File: src/brf_defs.svh
// constants for the banked register file pointer block
`ifndef BRF_DEFS_SVH
`define BRF_DEFS_SVH
`define BRF_ADDR_PTR 8'hfd
`define BRF_ADDR_SCRATCH 8'hfe
`define BRF_ADDR_STACK 8'hff
`define BRF_PTR_RESET 8'h00
`define BRF_GRP_MSB 7
`define BRF_GRP_LSB 4
`define BRF_BANK_MSB 3
`define BRF_BANK_LSB 0
`define BRF_WORK_BASE 4'he
`define BRF_CTRL_BASE 4'hf
`define BRF_SRC_BIT 7
`define BRF_GPR_LO 8'h04
`define BRF_GPR_B0_HI 8'h0f
`define BRF_GPR_HI 8'hef
`define BRF_CTRL_LO 8'hf0
`define BRF_CTRL_HI 8'hfa
`endif

File: src/brf_pkg.sv
// types for the banked register file pointer block
package brf_pkg;
   typedef enum logic [1:0] {
      BRF_ST_IDLE,
      BRF_ST_PUSH_LO,
      BRF_ST_PUSH_HI,
      BRF_ST_FLAGS
   } brf_stk_state_t;
   typedef enum logic [1:0] {
      BRF_OP_NONE,
      BRF_OP_CALL,
      BRF_OP_IRQ,
      BRF_OP_POP
   } brf_stk_op_t;
endpackage

File: src/brf_map_if.sv
// operand mapping signals between the top and its address mapper
`timescale 1ns/10ps
interface brf_map_if;
   logic [7:0] ptr;
   logic [7:0] addr8;
   logic is_work;
   logic [11:0] lin;
   logic [2:0] region;
   modport top (output ptr, output addr8, output is_work, input lin, input region);
   modport map (input ptr, input addr8, input is_work, output lin, output region);
endinterface

File: src/brf_addr_map.sv
// linear address mapping of 8-bit and 4-bit operands
`timescale 1ns/10ps
`include "brf_defs.svh"
module brf_addr_map (
   brf_map_if.map m
);
   // ----------------------------------------
   // mapping
   // ----------------------------------------
   logic [7:0] a;
   logic [3:0] bank;
   always_comb begin
      bank = m.ptr[`BRF_BANK_MSB:`BRF_BANK_LSB]; // RULE2
      // working operand: group from upper nibble
      if (m.is_work) begin
         a = {m.ptr[`BRF_GRP_MSB:`BRF_GRP_LSB], m.addr8[3:0]}; // RULE1
         if (m.addr8[7:4] == `BRF_WORK_BASE) begin
            a = {`BRF_CTRL_BASE, m.addr8[3:0]}; // RULE19
         end
      end else begin
         a = m.addr8;
      end
      // region code: 0 port,1 bank0 only,2 shared,3 ctrl,4 banked,5 reserved
      if (a >= `BRF_CTRL_LO) begin
         m.lin = {4'h0, a}; // RULE18 RULE19
         m.region = 3'h3;
      end else if (bank == 4'h0) begin
         m.lin = {4'h0, a}; // RULE3
         m.region = (a < `BRF_GPR_LO) ? 3'h0 : (a <= `BRF_GPR_B0_HI) ? 3'h1 : 3'h2; // RULE16
      end else if (bank == 4'hd || bank == 4'hf) begin
         // only low 16 are banked; 10..ef fall to bank 0
         m.lin = (a[7:4] == 4'h0) ? {bank, a} : {4'h0, a}; // RULE17
         m.region = (a[7:4] == 4'h0) ? 3'h4 : 3'h2;
      end else if (bank <= 4'h3) begin
         // expanded bank replaces locations 04-0F; 00-03 stay in bank 0
         m.lin = (a[7:4] == 4'h0 && a >= `BRF_GPR_LO) ? {bank, a} : {4'h0, a}; // RULE3 RULE21
         m.region = (a < `BRF_GPR_LO) ? 3'h0 : 3'h4;
      end else begin
         m.lin = {bank, a}; // RULE21
         m.region = 3'h5;
      end
   end
endmodule // brf_addr_map

File: src/brf_top.sv
// bank pointer, scratch byte and stack address registers
//
// What the document requires of this block and its software
// RULE1: upper pointer nibble picks working group
// RULE2: lower nibble picks bank; 0,1,2,3,D,F exist
// RULE3: zero means bank 0; else low 16 swapped (banks 1-3 swap only 004-00F here)
// RULE4: pointer read/write, resets zero, bank independent
// RULE5: scratch byte read/write, undefined at reset
// RULE6: software avoids scratch as loop counter
// RULE7: stack address register, stack in bank 0
// RULE8: push decrements then writes
// RULE9: pop reads then increments
// RULE10: stack address marks most recent item
// RULE11: call pushes program counter
// RULE12: interrupt pushes counter and flags
// RULE13: software prevents stack wrap
// RULE14: excluded bits survive stop recovery reset
// RULE15: stop recovery sets recovery control top bit
// RULE16: 004-00F general registers only in bank 0
// RULE17: 010-0EF reach bank 0 in 0,D,F
// RULE18: 0F0-0FA reachable from every bank
// RULE19: F0-FF always reach bank 0 controls
// RULE20: stack accesses always address bank 0
// RULE21: linear address is bank then offset
// RULE22: pointer write applies from next instruction
`timescale 1ns/10ps
`include "brf_defs.svh"
module brf_top (
   // clock and reset
   input wire logic clk,
   input wire logic resetn,
   // stop recovery reset pulse
   input wire logic stop_recov,
   // register access from cpu
   input wire logic reg_wr,
   input wire logic [7:0] reg_addr,
   input wire logic [7:0] reg_wdata,
   output logic [7:0] reg_rdata,
   // operand mapping request
   input wire logic insn_start,
   input wire logic op_is_work,
   input wire logic [7:0] op_addr,
   output logic [11:0] op_lin,
   output logic [2:0] op_region,
   // stack requests
   input wire brf_pkg::brf_stk_op_t stk_op,
   input wire logic [15:0] pc_in,
   input wire logic [7:0] flags_in,
   output logic stk_busy,
   output logic stk_we,
   output logic [11:0] stk_addr,
   output logic [7:0] stk_wdata,
   output logic [7:0] stk_ptr,
   // recovery control top bit
   output logic recov_flag
);
   // ----------------------------------------
   // registers
   // ----------------------------------------
   logic [7:0] ptr_r; // bank and group pointer
   logic [7:0] ptr_act_r; // pointer seen by operand mapping
   logic [7:0] scratch_r; // user byte
   logic [7:0] sp_r; // stack address
   logic [7:0] sp_nxt;
   brf_pkg::brf_stk_state_t st_r;
   brf_pkg::brf_stk_state_t st_nxt;
   logic irq_r; // interrupt frame in progress
   logic sp_wr_ok; // stack address write accepted
   brf_map_if mi ();

   // write strobe aimed at one register address
   function automatic logic wr_hit(
      input logic wr,
      input logic [7:0] addr,
      input logic [7:0] want
   );
      return wr && (addr == want);
   endfunction

   // pointer register: reset to zero, stop recovery keeps it
   always_ff @(posedge clk or negedge resetn) begin
      if (!resetn) begin
         ptr_r <= `BRF_PTR_RESET; // RULE4
      end else if (wr_hit(reg_wr, reg_addr, `BRF_ADDR_PTR)) begin
         ptr_r <= reg_wdata; // RULE4 RULE14
      end
   end

   // active copy updates at instruction boundary
   always_ff @(posedge clk or negedge resetn) begin
      if (!resetn) begin
         ptr_act_r <= `BRF_PTR_RESET;
      end else if (insn_start) begin
         ptr_act_r <= ptr_r; // RULE22
      end
   end

   // scratch byte, no reset value
   always_ff @(posedge clk) begin
      if (wr_hit(reg_wr, reg_addr, `BRF_ADDR_SCRATCH)) begin
         scratch_r <= reg_wdata; // RULE5
      end
   end

   // recovery flag: cleared by reset, set by stop recovery
   always_ff @(posedge clk or negedge resetn) begin
      if (!resetn) begin
         recov_flag <= 1'b0;
      end else if (stop_recov) begin
         recov_flag <= 1'b1; // RULE15
      end
   end

   // ----------------------------------------
   // stack sequencing
   // ----------------------------------------
   // frame layout, highest address first: pc low, pc high, then flags
   // for an interrupt; the pointer ends on the last byte pushed.
   // nothing guards against wrap, software keeps the stack in range
   always_comb begin
      sp_nxt = sp_r;
      st_nxt = st_r;
      case (st_r)
         brf_pkg::BRF_ST_IDLE: begin
            if (stk_op == brf_pkg::BRF_OP_CALL || stk_op == brf_pkg::BRF_OP_IRQ) begin
               sp_nxt = sp_r - 8'h01; // RULE8
               st_nxt = brf_pkg::BRF_ST_PUSH_LO; // RULE11 RULE12
            end else if (stk_op == brf_pkg::BRF_OP_POP) begin
               sp_nxt = sp_r + 8'h01; // RULE9
            end
         end
         brf_pkg::BRF_ST_PUSH_LO: begin
            sp_nxt = sp_r - 8'h01; // RULE8
            st_nxt = brf_pkg::BRF_ST_PUSH_HI;
         end
         brf_pkg::BRF_ST_PUSH_HI: begin
            if (irq_r) begin
               sp_nxt = sp_r - 8'h01; // RULE12
               st_nxt = brf_pkg::BRF_ST_FLAGS;
            end else begin
               st_nxt = brf_pkg::BRF_ST_IDLE;
            end
         end
         default: begin
            st_nxt = brf_pkg::BRF_ST_IDLE;
         end
      endcase
   end

   // stack sequencer state and interrupt frame flag
   always_ff @(posedge clk or negedge resetn) begin
      if (!resetn) begin
         st_r <= brf_pkg::BRF_ST_IDLE;
         irq_r <= 1'b0;
      end else begin
         st_r <= st_nxt;
         if (st_r == brf_pkg::BRF_ST_IDLE) begin
            irq_r <= (stk_op == brf_pkg::BRF_OP_IRQ);
         end
      end
   end

   // stack address write accepted only while the sequencer rests
   assign sp_wr_ok = wr_hit(reg_wr, reg_addr, `BRF_ADDR_STACK)
      && st_r == brf_pkg::BRF_ST_IDLE;

   // stack address has no reset value; register writes win when idle
   always_ff @(posedge clk) begin
      if (sp_wr_ok) begin
         sp_r <= reg_wdata; // RULE7
      end else begin
         sp_r <= sp_nxt; // RULE10
      end
   end

   // stack memory strobe: write at already-decremented address
   always_ff @(posedge clk or negedge resetn) begin
      if (!resetn) begin
         stk_we <= 1'b0;
         stk_addr <= 12'h000;
         stk_wdata <= 8'h00;
      end else begin
         stk_we <= (st_r != brf_pkg::BRF_ST_IDLE);
         stk_addr <= {4'h0, sp_r}; // RULE20 RULE8
         case (st_r)
            brf_pkg::BRF_ST_PUSH_LO: stk_wdata <= pc_in[7:0]; // RULE11
            brf_pkg::BRF_ST_PUSH_HI: stk_wdata <= pc_in[15:8]; // RULE11
            brf_pkg::BRF_ST_FLAGS: stk_wdata <= flags_in; // RULE12
            default: stk_wdata <= 8'h00;
         endcase
         if (st_r == brf_pkg::BRF_ST_IDLE && stk_op == brf_pkg::BRF_OP_POP) begin
            stk_addr <= {4'h0, sp_r}; // RULE9 RULE20
         end
      end
   end

   // busy and visible stack address
   always_ff @(posedge clk or negedge resetn) begin
      if (!resetn) begin
         stk_busy <= 1'b0;
         stk_ptr <= 8'h00;
      end else begin
         stk_busy <= (st_nxt != brf_pkg::BRF_ST_IDLE);
         // a register write shows at once, not one cycle late
         if (sp_wr_ok) begin
            stk_ptr <= reg_wdata; // RULE10
         end else begin
            stk_ptr <= sp_nxt; // RULE10
         end
      end
   end

   // ----------------------------------------
   // register read and operand mapping
   // ----------------------------------------
   always_ff @(posedge clk or negedge resetn) begin
      if (!resetn) begin
         reg_rdata <= 8'h00;
      end else if (reg_addr == `BRF_ADDR_PTR) begin
         reg_rdata <= ptr_r; // RULE4
      end else if (reg_addr == `BRF_ADDR_SCRATCH) begin
         reg_rdata <= scratch_r; // RULE5
      end else if (reg_addr == `BRF_ADDR_STACK) begin
         reg_rdata <= sp_r; // RULE7
      end else begin
         reg_rdata <= 8'h00;
      end
   end

   assign mi.ptr = ptr_act_r;
   assign mi.addr8 = op_addr;
   assign mi.is_work = op_is_work;

   brf_addr_map u_map (
      .m(mi)
   );

   // registered mapping result
   always_ff @(posedge clk or negedge resetn) begin
      if (!resetn) begin
         op_lin <= 12'h000;
         op_region <= 3'h0;
      end else begin
         op_lin <= mi.lin; // RULE16 RULE17 RULE18 RULE21
         op_region <= mi.region;
      end
   end

   // ----------------------------------------
   // checks
   // ----------------------------------------
   a_ptr_reset_zero: assert property (@(posedge clk) $rose(resetn) |-> ptr_r == 8'h00) // RULE4
      else $error("pointer not zero after reset");
   a_ptr_write_store: assert property (@(posedge clk) disable iff (!resetn)
      reg_wr && reg_addr == 8'hfd |=> ptr_r == $past(reg_wdata)) // RULE4
      else $error("pointer write lost");
   a_ptr_next_insn: assert property (@(posedge clk) disable iff (!resetn)
      insn_start |=> ptr_act_r == $past(ptr_r)) // RULE22
      else $error("active pointer not updated");
   a_push_decrement: assert property (@(posedge clk) disable iff (!resetn)
      st_r == brf_pkg::BRF_ST_IDLE && stk_op == brf_pkg::BRF_OP_CALL && !reg_wr
      |=> sp_r == $past(sp_r) - 8'h01) // RULE8
      else $error("push did not decrement first");
   a_pop_increment: assert property (@(posedge clk) disable iff (!resetn)
      st_r == brf_pkg::BRF_ST_IDLE && stk_op == brf_pkg::BRF_OP_POP && !reg_wr
      |=> sp_r == $past(sp_r) + 8'h01 && stk_addr == {4'h0, $past(sp_r)}) // RULE9
      else $error("pop address or increment wrong");
   a_call_two_bytes: assert property (@(posedge clk) disable iff (!resetn)
      st_r == brf_pkg::BRF_ST_IDLE && stk_op == brf_pkg::BRF_OP_CALL
      |=> ##1 stk_we ##1 stk_we ##1 !stk_we) // RULE11
      else $error("call push length wrong");
   a_irq_three_bytes: assert property (@(posedge clk) disable iff (!resetn)
      st_r == brf_pkg::BRF_ST_IDLE && stk_op == brf_pkg::BRF_OP_IRQ
      |=> ##1 stk_we [*3] ##1 !stk_we) // RULE12
      else $error("interrupt push length wrong");
   a_stack_bank0: assert property (@(posedge clk) disable iff (!resetn)
      stk_we |-> stk_addr[11:8] == 4'h0) // RULE20
      else $error("stack left bank 0");
   a_recov_set: assert property (@(posedge clk) disable iff (!resetn)
      stop_recov |=> recov_flag) // RULE15
      else $error("recovery bit not set");
   a_recov_keep_ptr: assert property (@(posedge clk) disable iff (!resetn)
      stop_recov && !reg_wr |=> $stable(ptr_r)) // RULE14
      else $error("pointer lost on recovery");

   // ----------------------------------------
   // checks on storage, stack frame and mapping
   // ----------------------------------------
   // scratch byte keeps what was written
   a_scratch_store: assert property (@(posedge clk) disable iff (!resetn) // RULE5
      reg_wr && reg_addr == `BRF_ADDR_SCRATCH |=> scratch_r == $past(reg_wdata))
      else $error("scratch byte write lost");
   // accepted stack address write lands
   a_stack_write_idle: assert property (@(posedge clk) disable iff (!resetn) // RULE7
      sp_wr_ok |=> sp_r == $past(reg_wdata))
      else $error("stack address write lost");
   // pointer reads back through the register port
   a_ptr_readback: assert property (@(posedge clk) disable iff (!resetn) // RULE4
      reg_addr == `BRF_ADDR_PTR |=> reg_rdata == $past(ptr_r))
      else $error("pointer read wrong");
   // active pointer moves only at an instruction boundary
   a_ptr_act_hold: assert property (@(posedge clk) disable iff (!resetn) // RULE22
      !insn_start |=> $stable(ptr_act_r))
      else $error("active pointer moved mid instruction");
   // after a call the pointer sits on the last byte written
   a_top_marks_last: assert property (@(posedge clk) disable iff (!resetn) // RULE10
      st_r == brf_pkg::BRF_ST_PUSH_HI && !irq_r |=> stk_ptr == stk_addr[7:0])
      else $error("stack pointer not on last item");
   // first pushed byte is the low program counter byte
   a_call_low_byte: assert property (@(posedge clk) disable iff (!resetn) // RULE11
      st_r == brf_pkg::BRF_ST_PUSH_LO |=> stk_we && stk_wdata == $past(pc_in[7:0]))
      else $error("low counter byte wrong");
   // second pushed byte is the high program counter byte
   a_call_high_byte: assert property (@(posedge clk) disable iff (!resetn) // RULE11
      st_r == brf_pkg::BRF_ST_PUSH_HI |=> stk_we && stk_wdata == $past(pc_in[15:8]))
      else $error("high counter byte wrong");
   // interrupt frame ends with the flags byte
   a_irq_flags_byte: assert property (@(posedge clk) disable iff (!resetn) // RULE12
      st_r == brf_pkg::BRF_ST_FLAGS |=> stk_we && stk_wdata == $past(flags_in))
      else $error("flags byte wrong");
   // working operand takes its group from the upper nibble
   a_work_group_sel: assert property (@(posedge clk) disable iff (!resetn) // RULE1
      op_is_work && op_addr[7:4] != `BRF_WORK_BASE |=> op_lin[7:4] == $past(ptr_act_r[7:4]))
      else $error("working group wrong");
   // bank zero never leaves the first 256 locations
   a_bank0_plain: assert property (@(posedge clk) disable iff (!resetn) // RULE3
      ptr_act_r[3:0] == 4'h0 |=> op_lin[11:8] == 4'h0)
      else $error("bank zero mapped elsewhere");
   // low general registers flagged bank 0 only
   a_bank0_only_regs: assert property (@(posedge clk) disable iff (!resetn) // RULE16
      ptr_act_r[3:0] == 4'h0 && !op_is_work && op_addr >= `BRF_GPR_LO
      && op_addr <= `BRF_GPR_B0_HI |=> op_region == 3'h1)
      else $error("bank 0 only region wrong");
   // middle registers stay in bank 0 for banks 0, d and f
   a_shared_regs: assert property (@(posedge clk) disable iff (!resetn) // RULE17
      (ptr_act_r[3:0] == 4'h0 || ptr_act_r[3:0] == 4'hd || ptr_act_r[3:0] == 4'hf)
      && !op_is_work && op_addr >= 8'h10 && op_addr <= `BRF_GPR_HI
      |=> op_lin == {4'h0, $past(op_addr)})
      else $error("shared registers left bank 0");
   // control addresses reach bank 0 from any bank
   a_ctrl_any_bank: assert property (@(posedge clk) disable iff (!resetn) // RULE18 RULE19
      !op_is_work && op_addr >= `BRF_CTRL_LO
      |=> op_lin == {4'h0, $past(op_addr)} && op_region == 3'h3)
      else $error("control address banked");
   // swapped low registers carry the bank as upper nibble
   a_bank_in_linear: assert property (@(posedge clk) disable iff (!resetn) // RULE21
      !op_is_work && op_addr >= `BRF_GPR_LO && op_addr <= `BRF_GPR_B0_HI
      && ptr_act_r[3:0] != 4'h0 |=> op_lin[11:8] == $past(ptr_act_r[3:0]))
      else $error("bank nibble missing");
   // recovery bit stays set until a full reset
   a_recov_sticky: assert property (@(posedge clk) disable iff (!resetn) // RULE15
      recov_flag |=> recov_flag)
      else $error("recovery bit dropped");
endmodule // brf_top

File: config.mk
export PLATFORM = sky130hd
export DESIGN_NAME = brf_top
export DESIGN_NICKNAME = d
export VERILOG_FILES = /design/src/brf_pkg.sv /design/src/brf_map_if.sv /design/src/brf_addr_map.sv /design/src/brf_top.sv
export VERILOG_INCLUDE_DIRS = /design/src
export SDC_FILE = /design/constraint.sdc
export NUM_CORES = 1
export LEC_CHECK = 0
export ABC_CLOCK_PERIOD_IN_PS = 4460
export BUFFER_PORTS_ARGS = -buffer_cell sky130_fd_sc_hd__buf_4
export CAP_MARGIN = 20
export CELL_PAD_IN_SITES_DETAIL_PLACEMENT = 1
export CELL_PAD_IN_SITES_GLOBAL_PLACEMENT = 1
export CORE_MARGIN = 3
export CORE_UTILIZATION = 43
export CTS_CLUSTER_SIZE = 28
export DETAILED_ROUTE_END_ITERATION = 8
export PLACE_DENSITY = 0.85
export SYNTH_ARGS = -nofsm -noshare
export SYNTH_HDL_FRONTEND = slang
export SYNTH_SLANG_ARGS = --single-unit
File: constraint.sdc
create_clock -name clk -period 4.46 [get_ports clk]
set_input_delay 0.223 -clock clk [delete_from_list [all_inputs] [get_ports clk]]
set_output_delay 0.223 -clock clk [all_outputs]
set_load 0.01 [all_outputs]
* Word-level counts from Yosys, hierarchy flattened
Index checks and enable logic that the tools add are counted.
** Storage, ports and cells
- Flip-flop bits (word level) :: 85
- Input bits :: 56
- Word-level logic and storage cells :: 74
** Operators by class
- Add/subtract/negate cells :: 2
- $lt $le $gt $ge :: 5
- Equal/unequal tests :: 12
- Mux-type cells :: 28
- Reduce and logical (&&, ||, !) cells :: 12
** Operator list (count)
- $mux W12 :: 6
- $mux W8 :: 9
- $pmux W8 S3 :: 2
- $eq A8 B8 Y1 const B :: 3
- $mux W3 :: 7
- $eq A4 B4 Y1 const B :: 3
- $add A8 B1 Y8 const B :: 1
- $eq A2 B2 Y1 const B :: 4
- $ge A8 B3 Y1 const B :: 1
- $ge A8 B8 Y1 const B :: 1
- $le A8 B4 Y1 const B :: 1
- $logic_not A4 Y1 :: 2
- $lt A8 B3 Y1 const B :: 1
- $sub A8 B1 Y8 const B :: 1
- $mux W2 :: 3
- $pmux W2 S3 :: 1
- $logic_and A1 B1 Y1 :: 5
- $eq A2 B1 Y1 const B :: 2
- $le A4 B2 Y1 const B :: 1
- $reduce_bool A2 Y1 :: 2
- $logic_not A2 Y1 :: 1
- $logic_or A1 B1 Y1 :: 2

* Logic depth before layout (Yosys ltp)
Gate-level depths: netlist of run 1.
- Depth in word-level cells :: 10
- Depth in mapped cells :: 7
- Gate-level depth less buffers :: 6

* Hierarchy
From an unflattened synthesis of run 1, not the netlist that was laid out.
** Second synthesis, totals
- Cells, all modules :: 295
- Area total of the unflattened synthesis :: 3606.0 sq um
** Modules (own cells, without submodules)
- brf_top :: times used 1, cells each 260, area each 3340.7 sq um, seq. area each 2127.0 sq um
- brf_addr_map :: times used 1, cells each 35, area each 265.3 sq um, seq. area each 0.0 sq um

* Worst setup path before layout of run 1
OpenSTA, ideal clock, no wires.
- Path type :: input -> register
- Start point :: input port reg_addr[3]
- End point :: register scratch_r[0] (enable)
- Data arrival time :: 1.629 ns
- Required time :: 4.062 ns
- Setup slack :: 2.433 ns
- Cell stages on the path :: 3
- Path buffers :: 0
- Cell sequence :: and4_1 -> nand2_1 -> nor4b_1
** Between the ends
- Longest elaborated chain between the ends :: 2
** RTL lines
- from (decl) :: RTL line brf_top.sv:36 : input wire logic [7:0] reg_addr,
- $eq A8 B8 Y1 :: RTL line brf_top.sv:77 : return wr && (addr == want);
- $logic_and A1 B1 Y1 :: RTL line brf_top.sv:77
- to (signal assigned) :: RTL line brf_top.sv:101 : scratch_r <= reg_wdata;
- to (decl) :: RTL line brf_top.sv:62 : logic [7:0] scratch_r;
Every way passes these cells.
A chain may end at the register's enable or synchronous reset.

* Worst setup path in the final report of run 1
- Start point :: register st_r[1]
- End point :: register stk_ptr[3]
** Between the ends
- Longest elaborated chain between the ends :: 3
- Elaborated cells on any way between the ends :: 6
** RTL lines
- from (decl) :: RTL line brf_top.sv:65 : brf_pkg::brf_stk_state_t st_r;
- from (signal assigned) :: RTL line brf_top.sv:153 : st_r <= brf_pkg::BRF_ST_IDLE;
- from (signal assigned) :: RTL line brf_top.sv:156 : st_r <= st_nxt;
- $eq A2 B2 Y1 (tied with other cells) :: RTL line brf_top.sv:123 : case (st_r)
- $pmux W8 S3 or $logic_and A1 B1 Y1 (tied branches) :: RTL line brf_top.sv:123, brf_top.sv:164
- $mux W8 * :: RTL line brf_top.sv:205 : if (sp_wr_ok) begin
- to (signal assigned) :: RTL line brf_top.sv:206 : stk_ptr <= reg_wdata;
- to (signal assigned) :: RTL line brf_top.sv:208 : stk_ptr <= sp_nxt;
- to (decl) :: RTL line brf_top.sv:53 : output logic [7:0] stk_ptr,
Mark *: on every way between the ends. The rest lies on a longest branch, timed or not.

==> results of run 1 <==
-- metrics by stage --
| step | power [mW] | worst slack [ps] | utilization (%) | hold WS, ps |
|---|---|---|---|---|
| after detailed placement | 1.93 | 2100 | 54.7 | 336 |
| after global routing | 2.63 | 1790 | 57.7 | 39.7 |
| after floorplan | 1.54 | 2430 | - | -72.6 |
| after CTS | 2.49 | 2070 | 57.7 | 41.2 |
| after global placement | 1.89 | 2210 | 54.7 | 335 |
| final | 2.47 | 2060 | 57.7 | 54.5 |
-- registers in the layout, indices dropped and copies added, names as in the netlist --
signal,count
op_lin,12
mi.ptr,8
ptr_r,8
reg_rdata,8
scratch_r,8
sp_r,8
stk_addr,8
stk_ptr,8
stk_wdata,8
op_region,3
st_r,2
irq_r,1
recov_flag,1
stk_busy,1
stk_we,1
-- cell usage after synthesis, types with 2 or more instances --
master,n
a2111oi_0,2
a211oi_1,3
a21boi_0,2
a21boi_1,2
a21oi_1,4
a221oi_1,2
a22o_1,2
a22oi_1,10
a31oi_1,2
and2_1,5
and3_1,5
and4_1,7
buf_2,5
buf_4,4
clkbuf_1,10
dfrtp_1,69
dfxtp_1,8
edfxtp_1,8
ha_1,4
inv_1,9
mux2_1,8
mux2_2,14
mux2i_1,12
nand2_1,18
nand2b_1,3
nand3_1,7
nand3b_1,3
nand4_1,5
nand4b_1,2
nor2_1,17
nor2b_1,5
nor3_1,6
nor3b_1,3
o211ai_1,3
o21ai_0,17
o22ai_1,2
or4_1,4
-- how the worst max path moves through the flow --
stage	end	cells past startpoint	slack (ps)	start
floorplan	scratch_r[0]$_DFFE_PP_	3	2430	reg_addr[3]
global placement	stk_ptr[3]$_DFF_PN0_	4	2210	st_r[1]$_DFF_PN0_
detailed placement	stk_ptr[3]$_DFF_PN0_	4	2100	st_r[1]$_DFF_PN0_
CTS	stk_ptr[3]$_DFF_PN0_	4	2070	st_r[1]$_DFF_PN0_
global route	stk_ptr[3]$_DFF_PN0_	4	1790	st_r[1]$_DFF_PN0_
finish	stk_ptr[3]$_DFF_PN0_	4	2060	st_r[1]$_DFF_PN0_
-- cells by family (layout without fill, tap and decap cells) --
group	after synthesis	in the layout	synth area share, %
and+or+nand+nor	100	100	16.0
DFF	85	85	57.6
AOI/OAI and AO/OA	60	60	11.1
muxes	34	34	9.96
buffers and inverters	30	137	3.62
adders and majority gates	4	4	1.35
other	1	4	0.101
xor gates and xnor gates	1	1	0.237
-- worst reg2reg max path: stages, from the launching register on --
cell	delay [ps]
dfrtp_1	720
nor4bb_1	470
nand4_1	480
and2_1	350
a211oi_1	270
-- layout make-up --
cell class | instances | area (sq um) | area share, %
Timing Repair Buffer | 111 | 846 | 17.7
Clock buffer | 11 | 163 | 3.40
Inverter | 10 | 37.5 | 0.784
Multi-Input combinational cell | 203 | 1450 | 30.2
Clock inverter | 5 | 40.0 | 0.836
Tap cell | 105 | 131 | 2.74
Sequential cell | 85 | 2130 | 44.4
-- power groups by stage --
stage | sequential, mW | combinational, mW | clock [mW]
floorplan | 1.12 | 0.420 | 0
global placement | 1.17 | 0.718 | 0
detailed placement | 1.18 | 0.750 | 0
CTS | 1.17 | 0.759 | 0.558
global route | 1.21 | 0.830 | 0.589
finish | 1.17 | 0.749 | 0.546
-- layer usage --
layer | share of wire [%] | GRT usage (%) | vias to the layer above
met5 | 0 | 0 | -
met1 | 41 | 27.0 | 1452
met2 | 49 | 34.9 | 110
met3 | 7.1 | 5.87 | 19
met4 | 2.5 | 9.77 | 0
li1 | - | - | 1349
==> results.py, run 1 <==
metrics = {
    "clock_network": {
        "cts_made_buffers": 9,
        "post-cts-setup-buffers": 0,
        "cts.sinks": 85,
        "cts_tree": "built",
        "cts_resized": 0,
        "clk_pin_slew_worst_paths_ps": 90,
        "clockRootBuffer": "clkbuf_8",
        "holdBufCountCts": 5,
        "cts.path.max_buffers": 2,
        "clk_latency_ps": 360,
        "htreeDepth": 3,
    },
    "logic_synthesis": {
        "ys_seq_elements": 85,
        "synth_area_leader_cell": "dfrtp_1",
        "synth_edf_count": 8,
        "ys.warnings.count": 0,
        "synth.area.top_cells": "dfrtp_1, edfxtp_1, dfxtp_1",
        "synthesis.area_sq_um": 3690,
        "ys.flop_type": "dfrtp_1",
        "ys_seq_area_share_pct": 57.6,
        "synthArstFlopShare_pct": 81.2,
        "synth_cell_type_count": 60,
        "synth.avg_cell_area_sq_um": 11.7,
        "synth_cells": 315,
        "netlist.area_leader.share_pct": 46.7,
    },
    "grt": {
        "grt_pass1_vias": 3171,
        "grt_pass1_wl_microns": 16400,
        "gr-usage-all-layers_pct": 21.6,
        "grt_remaining_overflow": 0,
        "antenna_found_initial": 0,
        "grt_max_degree": 70,
    },
    "timing": {
        "min_period_ps": 2400,
        "fmax_mhz": 417,
        "hold_viol_final": 0,
        "worst_pin_slew_ps": 911,
        "drv_slew": 0,
        "post-route-period-util_pct": 53.8,
        "setup_viol": 0,
        "finClkSkew_ps": 11.2,
        "max_slew_margin_pct": 39.3,
        "fin_tns_setup_ps": 0,
        "rsz0062_at_grt": "no",
    },
    "critical_path": {
        "crit_type": "register to register",
        "slowest_delay_ps": 720,
        "r2r-end": "stk_ptr[3]$_DFF_PN0_",
        "worst-path-buf-inv": 0,
        "rr_worst_depth": 4,
        "crit_slowest_cell": "dfrtp_1",
        "crit_chain": "nor4bb_1, nand4_1, and2_1, a211oi_1",
        "r2r-start": "st_r[1]$_DFF_PN0_",
        "cp-end-kind": "register",
        "r2r_slack_ps": 2060,
        "crit_fanout": 24,
        "crit_arrival_ps": 2650,
        "required_ps": 4710,
        "cp_top_family": "simple AND/OR/NAND/NOR gates",
        "cp-start-kind": "register",
    },
    "min_path": {
        "hp-start": "stop_recov",
        "hold_depth": 2,
        "whs_endpoint": "recov_flag$_DFFE_PN0P_",
        "hold_class": "input pin to register",
    },
    "power_and_ir_drop": {
        "switchingPower_mw": 0.862,
        "pwr-share-clk_pct": 22.2,
        "swShare_pct": 35.0,
        "p_int_mw": 1.60,
        "seq_power_share_pct": 47.5,
        "p_leak_nw": 2.26,
        "peakVddDrop_v": 0.000199,
        "p_comb_share_pct": 30.4,
        "powerDensity_nw_per_um2": 515,
    },
    "finish": {
        "synthToLayoutAreaGrowth_pct": 29.6,
        "final_cell_mix": "buf_4, dfrtp_1, nand2_1, o21ai_0, nor2_1",
        "drive_gt1_share_pct": 33.9,
        "fillCellCount": 900,
        "layout_commonest_cell": "buf_4",
        "fin_area_sq_um": 4790,
        "final_cell_count_no_fill": 530,
        "diodes": 0,
        "finalNetCount": 480,
    },
    "die": {
        "die_width_microns": 98.7,
        "chipHeight_microns": 98.7,
        "die_area_sq_um": 9740,
        "coreArea_sq_um": 8300,
        "io_pins": 110,
        "rows": 33,
        "initial_core_util_pct": 44.5,
    },
    "detailed_routing": {
        "ant_nets": 0,
        "drt-initial-drc-count": 128,
        "drc": 0,
        "wl_per_cell_microns": 18.9,
        "vias": 2930,
        "via_per_inst": 5.53,
        "first_pass_iters": 4,
        "drt-total-wl_microns": 10000,
    },
    "placement": {
        "io_buffers": 105,
        "place_congestion": 0.807,
        "placed_area_sq_um": 4540,
        "dp_cells": 509,
        "hpwl_microns": 7290,
    },
    "flow_run": {
        "drv_cap": 0,
    },
    "outcome": {
        "run_status": "finished, final reports clean",
    },
}
(Power assumes the default switching activity.)
==> inputs of run 2 (changes only) <==
--- a/config.mk
+++ b/config.mk
@@ -6,16 +6,16 @@
 export SDC_FILE = /design/constraint.sdc
 export NUM_CORES = 1
 export LEC_CHECK = 0
-export ABC_CLOCK_PERIOD_IN_PS = 4460
+export ABC_CLOCK_PERIOD_IN_PS = 2300
 export BUFFER_PORTS_ARGS = -buffer_cell sky130_fd_sc_hd__buf_4
 export CAP_MARGIN = 20
 export CELL_PAD_IN_SITES_DETAIL_PLACEMENT = 1
 export CELL_PAD_IN_SITES_GLOBAL_PLACEMENT = 1
 export CORE_MARGIN = 3
-export CORE_UTILIZATION = 43
+export CORE_UTILIZATION = 40
 export CTS_CLUSTER_SIZE = 28
 export DETAILED_ROUTE_END_ITERATION = 8
-export PLACE_DENSITY = 0.85
+export PLACE_DENSITY = 0.8
 export SYNTH_ARGS = -nofsm -noshare
 export SYNTH_HDL_FRONTEND = slang
 export SYNTH_SLANG_ARGS = --single-unit
==> constraint.sdc (replaced) <==
create_clock -name clk -period 2.3 [get_ports clk]
set_input_delay 0.115 -clock clk [delete_from_list [all_inputs] [get_ports clk]]
set_output_delay 0.115 -clock clk [all_outputs]
set_load 0.01 [all_outputs]
==> run 2 against run 1 <==
Effect of this change:
- sequential share of layout area is 2.1 points lower
- clock-buffer cell count shrank 1
- clock power grew 130%
- setup slack got worse by 1700 ps
- power increased by 100%
- utilization is 0.90 points lower
- maximum frequency is 23% higher
- final cell count increased by 4.3%
- die area increased by 7.0%
- non-clock buffer count up 20
- cell area increased by 5.0%
- sequential power increased by 90%
- largest cell class unchanged
- largest power group unchanged
==> results.py, run 2 (same netlist as run 1, synthesis figures left out) <==
metrics = {
    "die": {
        "die_area_sq_um": 10400,
        "coreArea_sq_um": 8850,
        "die_width_microns": 102,
        "chipHeight_microns": 102,
        "io_pins": 110,
        "initial_core_util_pct": 41.8,
        "rows": 34,
    },
    "clock_network": {
        "cts_made_buffers": 9,
        "cts.path.max_buffers": 2,
        "clockRootBuffer": "clkbuf_8",
        "clk_pin_slew_worst_paths_ps": 90,
        "cts_tree": "built",
        "clk_latency_ps": 360,
        "htreeDepth": 3,
        "cts.sinks": 85,
    },
    "finish": {
        "synthToLayoutAreaGrowth_pct": 36.1,
        "drive_gt1_share_pct": 33.3,
        "final_cell_mix": "buf_4, dfrtp_1, dlygate4sd3_1, nand2_1",
        "finalNetCount": 500,
        "regMostFlops": "op_lin",
        "fin_area_sq_um": 5030,
        "layout_commonest_cell": "buf_4",
        "largest_reg_flops": 12,
        "diodes": 0,
    },
    "timing": {
        "post-route-period-util_pct": 84.7,
        "worst_pin_slew_ps": 848,
        "drv_slew": 0,
        "worst_slack_ps": 352,
        "finClkSkew_ps": 15.3,
        "rsz0062_at_grt": "no",
        "setup_viol": 0,
        "fmax_mhz": 513,
        "fin_tns_setup_ps": 0,
        "hold_slack_ps": 17.1,
        "min_period_ps": 1950,
        "max_slew_margin_pct": 43.5,
        "hold_viol_final": 0,
    },
    "detailed_routing": {
        "wl_per_cell_microns": 17.4,
        "vias": 2962,
        "drt-initial-drc-count": 89,
        "ant_nets": 0,
        "drt-total-wl_microns": 9630,
        "drc": 0,
        "via_per_inst": 5.36,
        "first_pass_iters": 4,
    },
    "min_path": {
        "hp-start": "op_addr[7]",
        "hold_depth": 2,
        "hold_class": "input pin to register",
        "whs_endpoint": "op_lin[7]$_DFF_PN0_",
    },
    "critical_path": {
        "cp-end-kind": "register",
        "slowest_delay_ps": 510,
        "crit_type": "register to register",
        "cp-start-kind": "register",
        "r2r_slack_ps": 350,
        "crit_arrival_ps": 2190,
        "crit_chain": "nor4bb_1, nand4_1, and2_1, a211oi_1",
        "r2r-start": "st_r[0]$_DFF_PN0_",
        "rr_worst_depth": 4,
        "required_ps": 2540,
        "r2r-end": "stk_ptr[3]$_DFF_PN0_",
        "crit_fanout": 12,
        "crit_slowest_cell": "dfrtp_1",
    },
    "placement": {
        "placed_area_sq_um": 4570,
        "io_buffers": 105,
        "hpwl_microns": 6910,
        "place_congestion": 0.790,
        "dp_slack_ps": 368,
    },
    "grt": {
        "grt_pass1_vias": 3192,
        "grt_remaining_overflow": 0,
        "antenna_found_initial": 0,
        "grt_max_degree": 70,
        "gr-usage-all-layers_pct": 19.6,
        "grt_pass1_wl_microns": 15900,
    },
    "power_and_ir_drop": {
        "peakVddDrop_v": 0.000398,
        "p_leak_nw": 2.37,
        "p_total_mw": 5.02,
        "powerDensity_nw_per_um2": 998,
    },
    "flow_run": {
        "drv_cap": 0,
    },
    "outcome": {
        "run_status": "finished, final reports clean",
    },
}
run 2: critical path: cells and delay by family, from the launching register on:
family	cells	cell delay, ps
flip-flops	1	510
AO/OA/AOI/OAI	1	290
AND/OR/NAND/NOR	3	1030
run 2: cell type report:
type / count / area, sq um
fillers: 955 / 3820
inverters: 10 / 37.5
clock buffers: 10 / 149
repair buffers: 131 / 1040
well taps: 108 / 135
multi-input cells: 203 / 1450
clock inverters: 6 / 97.6
flip-flops and latches: 85 / 2130
run 2: routing by layer:
metal	GRT usage (%)	vias up	wire length [microns]
li1	-	1384	-
met1	26.3	1469	4250
met2	31.0	101	4620
met3	5.94	8	661
met4	5.45	0	98
met5	0	-	0
run 2: worst max path at each step:
| stage | endpoint | start | depth (start not counted) |
|---|---|---|---|
| after CTS | stk_ptr[3]$_DFF_PN0_ | st_r[1]$_DFF_PN0_ | 5 |
| after floorplan | scratch_r[0]$_DFFE_PP_ | reg_addr[3] | 3 |
| after detailed placement | stk_ptr[3]$_DFF_PN0_ | st_r[0]$_DFF_PN0_ | 4 |
| after global routing | stk_ptr[3]$_DFF_PN0_ | st_r[1]$_DFF_PN0_ | 5 |
| after global placement | stk_ptr[7]$_DFF_PN0_ | stk_op[0] | 7 |
| final | stk_ptr[3]$_DFF_PN0_ | st_r[0]$_DFF_PN0_ | 4 |
run 2: per-stage QoR:
stage | util (%) | std cells
floorplan | - | 318
global placement | 51.7 | 516
detailed placement | 51.7 | 516
CTS | 56.8 | 553
global route | 56.8 | 553
finish | 56.8 | 553
run 2: repair_timing:
action / in CTS / in global routing
hold endpoints to repair: 95 / 0
setup buffers: 0 / 0
hold buffers: 21 / 0
gates resized for setup: 0 / 0
run 2: where the power goes:
group / total (mW) / leakage, nW / switching (mW) / internal [mW]
Sequential: 2.22 / 1.03 / 0.356 / 1.87
Clock: 1.28 / 0.125 / 0.587 / 0.697
Combinational: 1.51 / 1.22 / 0.739 / 0.771
==> inputs of run 3 (changes only) <==
--- a/config.mk
+++ b/config.mk
@@ -6,7 +6,7 @@
 export SDC_FILE = /design/constraint.sdc
 export NUM_CORES = 1
 export LEC_CHECK = 0
-export ABC_CLOCK_PERIOD_IN_PS = 2300
+export ABC_CLOCK_PERIOD_IN_PS = 1910
 export BUFFER_PORTS_ARGS = -buffer_cell sky130_fd_sc_hd__buf_4
 export CAP_MARGIN = 20
 export CELL_PAD_IN_SITES_DETAIL_PLACEMENT = 1
==> constraint.sdc (replaced) <==
create_clock -name clk -period 1.91 [get_ports clk]
set_input_delay 0.0955 -clock clk [delete_from_list [all_inputs] [get_ports clk]]
set_output_delay 0.0955 -clock clk [all_outputs]
set_load 0.01 [all_outputs]
==> run 3 against run 2 <==
Effect of this change:
- clock skew hardly changed
- clock power about the same
- combinational power rose by 38%
- global-route usage increased by 1.8 points
- sequential power grew 18%
- first-iteration DRC count rose by 58%
- cell area rose by 1.8%
- clock-buffer cell count stayed put
- final cell count grew 2.9%
- hold slack improved by 7.5 ps
- power rose by 19%
- critical endpoint is now stk_ptr[7]$_DFF_PN0_
- largest cell class unchanged
==> results.py, run 3 (same netlist as run 1, synthesis figures left out) <==
metrics = {
    "outcome": {
        "run_status": "finished, final reports clean",
    },
    "detailed_routing": {
        "drc": 0,
        "via_per_inst": 5.43,
        "drt-initial-drc-count": 141,
        "drt-total-wl_microns": 10800,
        "ant_nets": 0,
        "first_pass_iters": 4,
        "wl_per_cell_microns": 18.9,
        "vias": 3091,
    },
    "timing": {
        "rsz0062_at_grt": "no",
        "post-route-period-util_pct": 93.8,
        "fin_tns_setup_ps": 0,
        "worst_pin_slew_ps": 863,
        "fmax_mhz": 558,
        "setup_viol": 0,
        "drv_slew": 0,
        "min_period_ps": 1790,
        "finClkSkew_ps": 15.4,
        "hold_viol_final": 0,
        "max_slew_margin_pct": 42.5,
    },
    "critical_path": {
        "required_ps": 2190,
        "crit_chain": "or3b_4, or4_1, and4_4, a21oi_2",
        "slowest_delay_ps": 500,
        "rr_worst_depth": 4,
        "cp-start-kind": "register",
        "cp.depth": 4,
        "crit_slowest_cell": "or4_1",
        "crit_type": "register to register",
        "cp_top_family": "simple AND/OR/NAND/NOR gates",
        "worst-path-buf-inv": 0,
        "crit_arrival_ps": 2070,
        "cp-end-kind": "register",
        "crit_fanout": 7,
    },
    "grt": {
        "grt_pass1_wl_microns": 17000,
        "grt_pass1_vias": 3352,
        "antenna_found_initial": 0,
        "gr-usage-all-layers_pct": 21.5,
        "grt_max_degree": 70,
        "grt_remaining_overflow": 0,
    },
    "power_and_ir_drop": {
        "peakVddDrop_v": 0.000505,
        "powerDensity_nw_per_um2": 1170,
        "p_leak_nw": 2.42,
        "p_total_mw": 5.98,
    },
    "die": {
        "die_width_microns": 102,
        "initial_core_util_pct": 41.8,
        "coreArea_sq_um": 8850,
        "die_area_sq_um": 10400,
        "io_pins": 110,
        "chipHeight_microns": 102,
        "rows": 34,
    },
    "finish": {
        "drive_gt1_share_pct": 35.1,
        "regMostFlops": "op_lin",
        "final_cell_mix": "buf_4, dfrtp_1, dlygate4sd3_1, nand2_1",
        "synthToLayoutAreaGrowth_pct": 38.5,
        "finalNetCount": 516,
        "layout_commonest_cell": "buf_4",
        "largest_reg_flops": 12,
        "diodes": 0,
    },
    "min_path": {
        "hold_depth": 3,
        "hold_class": "input pin to register",
    },
    "placement": {
        "place_congestion": 0.816,
        "io_buffers": 105,
        "hpwl_microns": 7380,
    },
    "flow_run": {
        "drv_cap": 0,
    },
    "clock_network": {
        "clk_latency_ps": 360,
        "cts.path.max_buffers": 2,
        "cts_made_buffers": 9,
        "clk_pin_slew_worst_paths_ps": 90,
        "post-cts-setup-buffers": 0,
        "cts_tree": "built",
        "clockRootBuffer": "clkbuf_8",
        "htreeDepth": 3,
        "cts.sinks": 85,
    },
}
[run 3: changes by cell type in the layout (fill, tap and decap cells not counted), sizes merged]
cell and change:
dlygate4sd3 +4, buf +12, bufinv -2, clkinv +2
[run 3: final cells by class]
class / instances / area (sq um)
Clock buffer: 10 / 149
Sequential cell: 85 / 2130
Timing Repair Buffer: 147 / 1170
Fill cell: 946 / 3730
Tap cell: 108 / 135
Multi-Input combinational cell: 203 / 1460
Clock inverter: 6 / 48.8
Inverter: 10 / 37.5
[run 3: where the power goes]
group          internal [mW]  total (mW)  leakage, nW  switching [mW]
logic                   1.05        2.09         1.29            1.04
registers               2.25        2.61         1.03           0.362
clock network          0.571        1.28        0.103           0.704
total                   3.87        5.98         2.42            2.11
[run 3: what timing repair did]
| action | CTS | global route |
|---|---|---|
| endpoints found under the hold margin | 101 | 0 |
| endpoints found under the setup margin | 0 | 9 |
| gates resized for setup | 0 | 2 |
| hold buffers | 25 | 0 |
[run 3: path summary, 6_finish.rpt]
kind	to	slack [ps]	from
worst max-delay path	stk_ptr[7]$_DFF_PN0_	120	st_r[0]$_DFF_PN0_
worst min-delay path	stk_wdata[4]$_DFF_PN0_	20	pc_in[4]
worst max register to register	stk_ptr[7]$_DFF_PN0_	120	st_r[0]$_DFF_PN0_
worst min register to register	stk_addr[6]$_DFF_PN0_	450	sp_r[6]$_DFF_P_
max in group asynchronous	stk_ptr[7]$_DFF_PN0_	950	resetn
min in group asynchronous	op_lin[3]$_DFF_PN0_	380	resetn
[run 3: worst register-to-register path, delay by kind of cell, from the launching register on]
family             cells  cell delay [ps]
AOI/OAI and AO/OA      1              140
DFF                    1              460
and+or+nand+nor        3             1120
[run 3: metrics by stage]
step	instances	setup slack, ps	hold slack, ps	util (%)	area [sq um]
global placement	528	82.1	208	52.7	4660
finish	569	119	24.6	57.8	5120
detailed placement	528	59.4	209	52.7	4660
floorplan	318	10.7	-200	-	3710
global route	569	7.19	48.3	57.8	5120
CTS	569	103	17.4	57.7	5110
[run 3: layer usage]
metal	track usage, %	vias to the layer above	part of all wire (%)
met5	0	-	0
met1	26.8	1553	42
met3	5.73	14	5.9
met4	6.96	0	1.4
li1	-	1421	-
met2	36.3	103	51
